--- config.mk ---
export PLATFORM = sky130hd
export DESIGN_NAME = fault_retry_sequencer
export DESIGN_NICKNAME = d
export VERILOG_FILES = /design/src/fault_retry_pkg.sv /design/src/fault_retry_sequencer.sv /design/src/unit_tick_gen.sv
export VERILOG_INCLUDE_DIRS = /design/src
export SDC_FILE = /design/constraint.sdc
export NUM_CORES = 1
export LEC_CHECK = 0
export ABC_AREA = 1
export BUFFER_PORTS_ARGS = -buffer_cell sky130_fd_sc_hd__buf_2
export CORE_ASPECT_RATIO = 0.6
export CORE_MARGIN = 4
export CORE_UTILIZATION = 30
export CTS_CLUSTER_SIZE = 20
export DETAILED_ROUTE_END_ITERATION = 10
export HOLD_SLACK_MARGIN = 0.08
export PLACE_DENSITY = 0.6
export SLEW_MARGIN = 15
export SYNTH_ARGS = -nofsm -noshare
export SYNTH_HDL_FRONTEND = slang
export SYNTH_SLANG_ARGS = --single-unit
--- constraint.sdc ---
create_clock -name sys_clk_in -period 9.2 [get_ports sys_clk_in]
set_clock_uncertainty 0.1 [all_clocks]
set_input_delay 0.46 -clock sys_clk_in [delete_from_list [all_inputs] [get_ports sys_clk_in]]
set_output_delay 0.46 -clock sys_clk_in [all_outputs]
set_load 0.005 [all_outputs]
--- src/fault_retry_defines.svh ---
`ifndef FAULT_RETRY_DEFINES_SVH
`define FAULT_RETRY_DEFINES_SVH

// Management command codes; this block decodes only the response and clear-faults codes.
`define FR_CMD_RESPONSE      8'h50
`define FR_CMD_CLEAR_FAULTS  8'h03
`define FR_CMD_TIME_UNIT     8'hD2

// Field layout of the response configuration byte.
`define FR_RESP_MSB          7
`define FR_RESP_LSB          6
`define FR_RETRY_MSB         5
`define FR_RETRY_LSB         3
`define FR_DELAY_MSB         2
`define FR_DELAY_LSB         0

// Reset values and timing counts.
`define FR_CFG_RESET         8'h80
`define FR_RETRY_NONE        3'h0
`define FR_RETRY_FOREVER     3'h7
`define FR_UNITS_ONE         8'h01

`endif

--- src/fault_retry_pkg.sv ---
`default_nettype none
package fault_retry_pkg;

  typedef enum logic [4:0] {
    ST_RUN   = 5'b00001,
    ST_GRACE = 5'b00010,
    ST_HOLD  = 5'b00100,
    ST_TRY   = 5'b01000,
    ST_LATCH = 5'b10000
  } seq_state_e;

  typedef enum logic [1:0] {
    RESP_IGNORE  = 2'h0,
    RESP_GRACE   = 2'h1,
    RESP_RETRY   = 2'h2,
    RESP_LATCH   = 2'h3
  } response_e;

  typedef struct packed {
    seq_state_e state;
    logic [7:0] cfg;
    logic [2:0] attempts;
    logic [7:0] tmr_units;
    logic       tmr_on;
    logic       status;
    logic       on_prev;
    logic       out_en;
  } seq_s;

endpackage
`default_nettype wire

--- src/fault_retry_sequencer.sv ---
// Functional notes
// Code 11 latches output off until cleared.
// Status-bit clear or clear-faults command clears.
// Reset input clears latch and releases hold.
// Commanding output off then on clears.
// Retry field 000 means no restart.
// Codes 001-110 give one to six attempts.
// Attempt starts spaced by programmed delay.
// Code 111 retries until off or reset.
// Delay equals two to the field units.
// Delay serves grace or retry spacing.
// Unit length comes from separate register.
// Code 00 ignores the fault entirely.
// Code 01 runs through delay, then retries.
// Code 10 disables at once, then retries.
// Fault during an attempt counts as failure.
`include "fault_retry_defines.svh"
`default_nettype none
module fault_retry_sequencer
  import fault_retry_pkg::*;
#(
  parameter int UNIT_W = 16
) (
  input  wire logic              sys_clk_in,
  input  wire logic              rst_n_in,
  input  wire logic              fault_reset_in,
  input  wire logic              cmd_valid_in,
  input  wire logic [7:0]        cmd_code_in,
  input  wire logic [7:0]        cmd_data_in,
  input  wire logic              status_clear_in,
  input  wire logic              on_cmd_in,
  input  wire logic              fault_in,
  input  wire logic [UNIT_W-1:0] time_unit_in,
  output logic [7:0]             cfg_rd_data_out,
  output logic                   output_enable_out,
  output logic                   fault_status_out,
  output logic                   retry_active_out,
  output logic [2:0]             attempt_count_out
);
  import fault_retry_pkg::*;

  initial begin
    if (UNIT_W < 1 || UNIT_W > 31) $error("fault_retry_sequencer: UNIT_W out of range");
  end

  seq_s       s_ff;
  seq_s       nxt_s;
  logic       tick;
  logic       tmr_start;
  logic       retry_act_ff;
  logic       nxt_retry_act;
  logic       expire;
  logic       on_rise;
  logic       clear_evt;
  logic       fault_set;
  logic [1:0] resp;
  logic [2:0] retries;
  logic [2:0] dly;

  // Unit length is supplied by the separate time-unit register outside.
  unit_tick_gen #(
    .W          (UNIT_W)
  ) u_tick (
    .clk_in     (sys_clk_in),
    .rst_n_in   (rst_n_in),
    .restart_in (tmr_start),
    .period_in  (time_unit_in),
    .tick_out   (tick)
  );

  always_comb begin
    nxt_s         = s_ff;
    tmr_start     = 1'b0;
    fault_set     = 1'b0;
    resp          = s_ff.cfg[`FR_RESP_MSB:`FR_RESP_LSB];
    retries       = s_ff.cfg[`FR_RETRY_MSB:`FR_RETRY_LSB];
    dly           = s_ff.cfg[`FR_DELAY_MSB:`FR_DELAY_LSB];
    expire        = s_ff.tmr_on && tick && (s_ff.tmr_units == `FR_UNITS_ONE);
    on_rise       = on_cmd_in && !s_ff.on_prev;
    nxt_s.on_prev = on_cmd_in;
    clear_evt     = status_clear_in || on_rise || fault_reset_in ||
                    (cmd_valid_in && cmd_code_in == `FR_CMD_CLEAR_FAULTS);

    if (s_ff.tmr_on && tick) begin
      nxt_s.tmr_units = s_ff.tmr_units - `FR_UNITS_ONE;
    end
    if (expire) begin
      nxt_s.tmr_on = 1'b0;
    end

    if (cmd_valid_in && cmd_code_in == `FR_CMD_RESPONSE) begin
      nxt_s.cfg = cmd_data_in;
    end

    unique case (s_ff.state)
      ST_RUN: begin
        if (fault_in && on_cmd_in) begin
          unique case (resp)
            RESP_IGNORE: begin
              nxt_s.state = ST_RUN;
            end
            RESP_GRACE: begin
              fault_set   = 1'b1;
              nxt_s.state = ST_GRACE;
              tmr_start   = 1'b1;
            end
            RESP_RETRY: begin
              fault_set = 1'b1;
              if (retries == `FR_RETRY_NONE) begin
                nxt_s.state = ST_LATCH;
              end else begin
                nxt_s.state = ST_HOLD;
                tmr_start   = 1'b1;
              end
            end
            RESP_LATCH: begin
              fault_set   = 1'b1;
              nxt_s.state = ST_LATCH;
            end
          endcase
        end
      end
      ST_GRACE: begin
        if (expire) begin
          if (!fault_in) begin
            nxt_s.state = ST_RUN;
          end else if (retries == `FR_RETRY_NONE) begin
            nxt_s.state = ST_LATCH;
          end else begin
            nxt_s.state = ST_HOLD;
            tmr_start   = 1'b1;
          end
        end
      end
      ST_HOLD: begin
        // The timer keeps running from the previous attempt start, so the
        // next attempt begins exactly one delay after the last one began.
        if (expire) begin
          nxt_s.state    = ST_TRY;
          nxt_s.attempts = s_ff.attempts + 3'h1;
          tmr_start      = 1'b1;
        end
      end
      ST_TRY: begin
        if (fault_in) begin
          fault_set = 1'b1;
          if (retries == `FR_RETRY_FOREVER || s_ff.attempts < retries) begin
            nxt_s.state = ST_HOLD;
          end else begin
            nxt_s.state = ST_LATCH;
          end
        end else if (expire) begin
          nxt_s.state    = ST_RUN;
          nxt_s.attempts = 3'h0;
        end
      end
      ST_LATCH: begin
        if (clear_evt) begin
          nxt_s.state    = ST_RUN;
          nxt_s.attempts = 3'h0;
        end
      end
    endcase

    // Commanding the output off abandons any grace period or retry sequence.
    if (!on_cmd_in && s_ff.state != ST_LATCH) begin
      nxt_s.state    = ST_RUN;
      nxt_s.attempts = 3'h0;
      nxt_s.tmr_on   = 1'b0;
      tmr_start      = 1'b0;
    end

    if (fault_reset_in) begin
      nxt_s.state    = ST_RUN;
      nxt_s.attempts = 3'h0;
      nxt_s.tmr_on   = 1'b0;
      tmr_start      = 1'b0;
    end

    if (tmr_start) begin
      nxt_s.tmr_on    = 1'b1;
      nxt_s.tmr_units = `FR_UNITS_ONE << dly;
    end

    // A new fault in the same cycle as a clear keeps the status bit set.
    if (fault_set) begin
      nxt_s.status = 1'b1;
    end else if (clear_evt) begin
      nxt_s.status = 1'b0;
    end

    nxt_s.out_en  = on_cmd_in &&
                    (nxt_s.state == ST_RUN || nxt_s.state == ST_GRACE ||
                     nxt_s.state == ST_TRY);
    nxt_retry_act = (nxt_s.state == ST_HOLD || nxt_s.state == ST_TRY);
  end

  always_ff @(posedge sys_clk_in or negedge rst_n_in) begin
    if (!rst_n_in) begin
      s_ff         <= '{state: ST_RUN, cfg: `FR_CFG_RESET, attempts: 3'h0,
                        tmr_units: 8'h00, tmr_on: 1'b0, status: 1'b0,
                        on_prev: 1'b0, out_en: 1'b0};
      retry_act_ff <= 1'b0;
    end else begin
      s_ff         <= nxt_s;
      retry_act_ff <= nxt_retry_act;
    end
  end

  assign cfg_rd_data_out   = s_ff.cfg;
  assign output_enable_out = s_ff.out_en;
  assign fault_status_out  = s_ff.status;
  assign retry_active_out  = retry_act_ff;
  assign attempt_count_out = s_ff.attempts;

endmodule // fault_retry_sequencer
`default_nettype wire

--- src/unit_tick_gen.sv ---
`default_nettype none
module unit_tick_gen #(
  parameter int W = 16
) (
  input  wire logic         clk_in,
  input  wire logic         rst_n_in,
  input  wire logic         restart_in,
  input  wire logic [W-1:0] period_in,
  output logic              tick_out
);

  initial begin
    if (W < 1 || W > 31) $error("unit_tick_gen: W out of range");
  end

  logic [W-1:0] cnt_ff;
  logic [W-1:0] nxt_cnt;

  // A period of zero is served as one cycle so the timer can never stall.
  always_comb begin
    tick_out = (cnt_ff + W'(1) >= period_in);
    if (restart_in || tick_out) begin
      nxt_cnt = '0;
    end else begin
      nxt_cnt = cnt_ff + W'(1);
    end
  end

  always_ff @(posedge clk_in or negedge rst_n_in) begin
    if (!rst_n_in) begin
      cnt_ff <= '0;
    end else begin
      cnt_ff <= nxt_cnt;
    end
  end

endmodule // unit_tick_gen
`default_nettype wire

==> results.cfg, run 1 <==
[status]
status = finished, final reports clean

[clocking]
cts.repair.resized = 0
cts.sinks = 45
cts_buffer_depth = 2
worstSkewPairLatency_ps = 300
cts_buffers = 5
tritoncts = built
cts_root_buf = clkbuf_16
ctsHtreeMaxLevel = 2
post_cts_buffers = 0
clk_pin_slew_worst_paths_ps = 60
hold_buffers = 0

[synth]
synth-main-ff-cell = dfrtp_1
synthCells = 438
mappedNetlistArea_um2 = 3440
synth_top_area_share_pct = 31.3
synth_edf_count = 0
synth_most_common_cell = inv_1
async_reset_ff_share_pct = 100
postSynthAreaPerCell_um2 = 7.86
synth_cell_types = 43
synth_top_area_cell = dfrtp_1
ys_seq_area_share_pct = 32.8
syn-num-nets = 505
ys_ff_latch = 45
synth_warnings = 0
synth_area_leaders = dfrtp_1, ha_1, inv_1
synth_common_cells = inv_1, nand2_1, nor2_1, dfrtp_1, ha_1

[placed_design]
port_buffers = 52
routabilityCongestion = 0.902
dp_hpwl_um = 6370
place_ws_ps = 5490

[pwr]
ir_worst_vdd_v = 0.0000680
finalPower_uw = 568
p_leak_nw = 2.18
power_density_nw_per_um2 = 144

[sta]
worst_pin_slew_ps = 638
setup_violations = 0
slew_headroom_pct = 57.3
hold_viol_final = 0
tns_ps = 0
rsz0062_at_grt = false
timing.hold.ws_ps = 63.2
fin_crit_ps = 3770
setup_ws_ps = 5430
fmax_ghz = 0.265
slew_violations = 0
finalCritPeriodShare_pct = 41.0

[detailed_routing]
wl_um = 7930
wl_per_cell_um = 12.7
drc = 0
via_count = 2843
via_per_inst = 4.56
dr.pass1.iters = 4
drtIter0Drc = 197
ant_nets = 0

[setup_path]
cp_slowest_cell = dfrtp_1
arrival_ps = 3840
crit_buf_inv = 1
r2r_setup_slack_ps = 5430
worstSetupStartpointType = flop
crit_family = simple AND/OR/NAND/NOR gates
r2r-start = u_tick.cnt_ff[0]$_DFF_PN0_
cp_max_fo = 17
reg2regPathDepth = 19
critical_path.most_common_cell = nand3_1
critPathRequiredTime_ps = 9270
r2r-end = s_ff[9]$_DFFE_PN0P_
cp_cell_sequence = ha_1 > nand3_1 > nor2_1 > nand4_1 > nor3_2 > nand3_1 > nor3_1 > xor2_1 > inv_1 > ha_1 > nand2_1 > nor3_1 > nand2_2 > a21oi_4 > nand3_1 > nand2_2 > nand2_4 > a31oi_1 > nor3_2
end_kind = flop
worstSetupPathDepth = 19
critPathMaxStageDelay_ps = 400
worstSetupPathType = flop to flop

[layout]
drive_gt1_share_pct = 22.5
fill_cells = 1144
areaGrowthSynthToFinish_pct = 14.5
multiInputGateArea_um2 = 1850
post-route-util_pct = 36.2
regArea_um2 = 1130
diodes = 0
nNetsFinal = 550

[hold_path]
hold_path_class = input pin to async pin

[global_routing]
grt-ovfl-total = 0
grt_pass1_vias = 2775
track_usage_pct = 12.7
grt_start_max_net_pins = 46
grt_first_pass_wirelength_um = 13800
antenna_found_initial = 0

[die]
floorplan.initialDensity_pct = 31.6
die-area_um2 = 13300
rows = 29
ios = 53
core_um2 = 10900
die_w_um = 146
fp.dieH_um = 91.0

[flow_run]
maxCapViolCount = 0
[flip-flops by register name, indices dropped and copies added, names as in the netlist]
signal,cells
retry_active_out,1
s_ff,15
output_enable_out,1
fault_status_out,1
u_tick.cnt_ff,16
attempt_count_out,3
cfg_rd_data_out,8
[logic make-up after synthesis]
kind of cell | after synthesis | share of synthesized area (%)
compound gates | 41 | 7.78
xor+xnor | 20 | 5.09
fa+ha+maj | 28 | 10.2
buf+inv | 109 | 13.5
flops | 45 | 32.8
mux | 8 | 2.62
simple gates | 187 | 28.0
[layer usage]
metal | vias to the layer above | GRT usage [%] | part of all wire [%]
li1 | 1465 | - | -
met1 | 1311 | 19.6 | 55
met2 | 62 | 17.4 | 39
met3 | 5 | 3.63 | 5.9
met4 | 0 | 2.90 | 0.69
met5 | - | 0 | 0
[per-stage QoR]
stage / instances / cell area [µm²]
floorplan: 438 / 3440
global placement: 615 / 3770
detailed placement: 615 / 3770
CTS: 623 / 3940
global route: 623 / 3940
finish: 623 / 3940
[layout by cell type (no fill, tap or decap), types with 2 or more instances in the layout]
cell       count
clkbuf_16      5
nor3_2         4
nand3_1       20
nor2_1        45
o21ai_0        7
nand3_2        3
mux2_2         8
o21ai_1        8
a31oi_1        3
nor2_4         2
inv_1         85
nand2_4        2
xnor2_1        3
nand2_2        6
nor2_2         2
a21oi_4        2
nand2_1       67
nand3_4        3
ha_1          28
dfrtp_1       43
nand4_1        9
a21oi_2        2
inv_2          9
dfstp_2        2
nor3_1        16
a21oi_1       14
xor2_1        17
buf_2         51
[power by group]
group          switching (mW)  internal [mW]
Sequential             0.0170          0.217
Combinational          0.0706         0.0499
Clock                  0.0781          0.136
Total                   0.166          0.402
[worst max-delay path by stage]
stage	startpoint	to	slack, ps
floorplan	u_tick.cnt_ff[0]$_DFF_PN0_	s_ff[5]$_DFFE_PN0P_	5940
global placement	u_tick.cnt_ff[0]$_DFF_PN0_	retry_active_out$_DFF_PN0_	5620
detailed placement	u_tick.cnt_ff[0]$_DFF_PN0_	s_ff[7]$_DFFE_PN0P_	5490
CTS	u_tick.cnt_ff[0]$_DFF_PN0_	s_ff[9]$_DFFE_PN0P_	5460
global route	u_tick.cnt_ff[0]$_DFF_PN0_	s_ff[9]$_DFFE_PN0P_	4980
finish	u_tick.cnt_ff[0]$_DFF_PN0_	s_ff[9]$_DFFE_PN0P_	5430
[worst register-to-register path: cells and delay by family (launching register included)]
family,cells,cell delay (ps)
simple gates,13,1920
fa+ha+maj,2,480
compound gates,2,480
flops,1,400
xor+xnor,1,220
buf+inv,1,70
[cell type report]
class                      instances  share of cell area, %
multi-input combinational        284                   46.9
clock buffer                       7                   3.62
timing repair buffer              52                   6.67
sequential                        45                   28.6
clock inverter                     1                  0.762
inverter                          95                   9.05
tap                              139                   4.41
Power figures use the tool's default switching activity.
==> inputs of run 2 (changes only) <==
PLACE_DENSITY = 0.61   (was 0.6)
clock period = 3.2 ns   (was 9.2 ns; I/O delays follow)
==> run 2 against run 1 <==
  * The flow now finishes with violations (negative setup slack)
  * Die area is the same
  * Clock power rose to 2.5 times the previous value
  * Final cell count rose by 7.1%
  * Flip-flop and latch count is the same
  * Critical endpoint is now s_ff[4]$_DFFE_PN0P_
==> results.cfg, run 2 (synthesized netlist as in run 1, its figures left out) <==
[hold_path]
hold_path_class = input pin to flop

[sta]
setup_violations = 28
slew_violations = 0
timing.hold.ws_ps = 96.6
fin_crit_ps = 3390
setup_ws_ps = -190
worst_pin_slew_ps = 607
hold_viol_final = 0
rsz0062_at_grt = true
slew_headroom_pct = 59.5
fmax_ghz = 0.295
finalCritPeriodShare_pct = 106

[setup_path]
critPathRequiredTime_ps = 3290
reg2regPathDepth = 20
worstSetupStartpoint = u_tick.cnt_ff[1]$_DFF_PN0_
r2r_setup_slack_ps = -190
worstSetupPathDepth = 20
arrival_ps = 3480
end_kind = flop
worstSetupStartpointType = flop
cp_max_fo = 6
setup.worst_path.end = s_ff[4]$_DFFE_PN0P_
cp_slowest_cell = dfrtp_1
cp_cell_sequence = ha_2 > nand3_4 > nor2_4 > nand4_1 > nor3_2 > nand3_1 > nor3_2 > xor2_1 > inv_1 > ha_4 > nand2_4 > nor3_4 > nand2_2 > a21oi_4 > buf_6 > clkinvlp_4 > nor2_1 > o21ai_1 > o21ai_2 > inv_1
critPathMaxStageDelay_ps = 360
crit_buf_inv = 4
r2r-end = s_ff[4]$_DFFE_PN0P_
r2r-start = u_tick.cnt_ff[1]$_DFF_PN0_
worstSetupPathType = flop to flop
crit_family = simple AND/OR/NAND/NOR gates

[die]
ios = 53
die_w_um = 146
die-area_um2 = 13300
rows = 29
fp.dieH_um = 91.0
core_um2 = 10900
floorplan.initialDensity_pct = 31.6

[global_routing]
track_usage_pct = 13.5
grt-ovfl-total = 0
grt_start_max_net_pins = 46
grt_pass1_vias = 3021
antenna_found_initial = 0
grt_first_pass_wirelength_um = 14700

[detailed_routing]
drc = 0
via_per_inst = 4.58
wl_per_cell_um = 13.8
dr.pass1.iters = 4
wl_um = 9170
ant_nets = 0
via_count = 3055
drtIter0Drc = 116

[pwr]
ir_worst_vdd_v = 0.000186
combPwrFrac_pct = 24.4
power_density_nw_per_um2 = 352
finalPower_mw = 1.62
p_leak_nw = 2.43
internal-power_mw = 1.08
power_frac_seq_pct = 42.5
p_clk_share_pct = 33.2
p_sw_share_pct = 33.2
p_switching_uw = 538

[clocking]
worstSkewPairLatency_ps = 300
cts_buffers = 5
cts.sinks = 45
tritoncts = built
cts_buffer_depth = 2
ctsHtreeMaxLevel = 2
cts_root_buf = clkbuf_16
clk_pin_slew_worst_paths_ps = 70

[layout]
fill_cells = 1094
nNetsFinal = 594
fin_area_um2 = 4600
diodes = 0
areaGrowthSynthToFinish_pct = 33.6
largest_reg_flops = 16
final_cell_mix = inv_1, nand2_1, buf_2, nor2_1, dfrtp_1
post-route-util_pct = 42.2
regArea_um2 = 1130
largest-register = u_tick.cnt_ff
multiInputGateArea_um2 = 2170
layout_commonest_cell = inv_1
drive_gt1_share_pct = 36.7

[placed_design]
port_buffers = 52
placed_area_um2 = 3930
dp_hpwl_um = 6660
routabilityCongestion = 0.903
place_ws_ps = -194

[status]
violations = negative setup slack
status = finished with violations

[flow_run]
maxCapViolCount = 0
run 2: worst min-delay path by stage:
stage                                             to  cells past startpoint             from
detailed placement                 s_ff[1]$_DFF_PN0_                      1        on_cmd_in
global route            fault_status_out$_DFFE_PN0P_                      4  status_clear_in
CTS                     fault_status_out$_DFFE_PN0P_                      4  status_clear_in
finish                  fault_status_out$_DFFE_PN0P_                      4  status_clear_in
floorplan           attempt_count_out[0]$_DFFE_PN0P_                      0         rst_n_in
global placement                   s_ff[1]$_DFF_PN0_                      1        on_cmd_in
run 2: area by class of cell:
cell class | instances | area share [%]
multi-input combinational | 287 | 47.1
sequential | 45 | 24.5
tap | 139 | 3.78
inverter | 95 | 7.86
clock inverter | 3 | 0.463
clock buffer | 5 | 2.72
timing repair buffer | 93 | 13.5
run 2: power by group through the flow:
| stage | clock, mW | sequential [mW] | combinational (mW) |
|---|---|---|---|
| final | 0.537 | 0.688 | 0.395 |
| after global routing | 0.575 | 0.697 | 0.464 |
| after CTS | 0.551 | 0.681 | 0.387 |
| after detailed placement | 0 | 0.684 | 0.363 |
| after global placement | 0 | 0.683 | 0.346 |
| after floorplan | 0 | 0.670 | 0.256 |
run 2: stage by stage:
step,TNS [ps],cells
final,-4630,667
after global routing,-12150,667
after CTS,-2260,662
after detailed placement,-3110,633
after global placement,-1650,633
after floorplan,-0.631,438
run 2: worst reg2reg max path: stages, from the launching register on:
cell and delay [ps]:
dfrtp_1 360, ha_2 220, nand3_4 100, nor2_4 110, nand4_1 130, nor3_2 210
nand3_1 150, nor3_2 150, xor2_1 210, inv_1 120, ha_4 290, nand2_4 70
nor3_4 120, nand2_2 120, a21oi_4 180, buf_6 140, clkinvlp_4 160, nor2_1 120
o21ai_1 100, o21ai_2 60, inv_1 50
run 2: metal layers:
layer,track usage (%),vias up,wire length (µm)
met5,0,-,0
met1,20.3,1422,4720
met2,19.8,68,3940
met3,2.74,7,399
li1,-,1558,-
met4,3.60,0,115
run 2: repair_timing:
item / in CTS / in global routing
setup buffers: 9 / 5
resized for setup: 28 / 37
endpoints found under the setup margin: 33 / 35
endpoints found under the hold margin: 52 / 0
hold buffers: 10 / 0
cloned: 2 / 1
pin swaps: 20 / 22
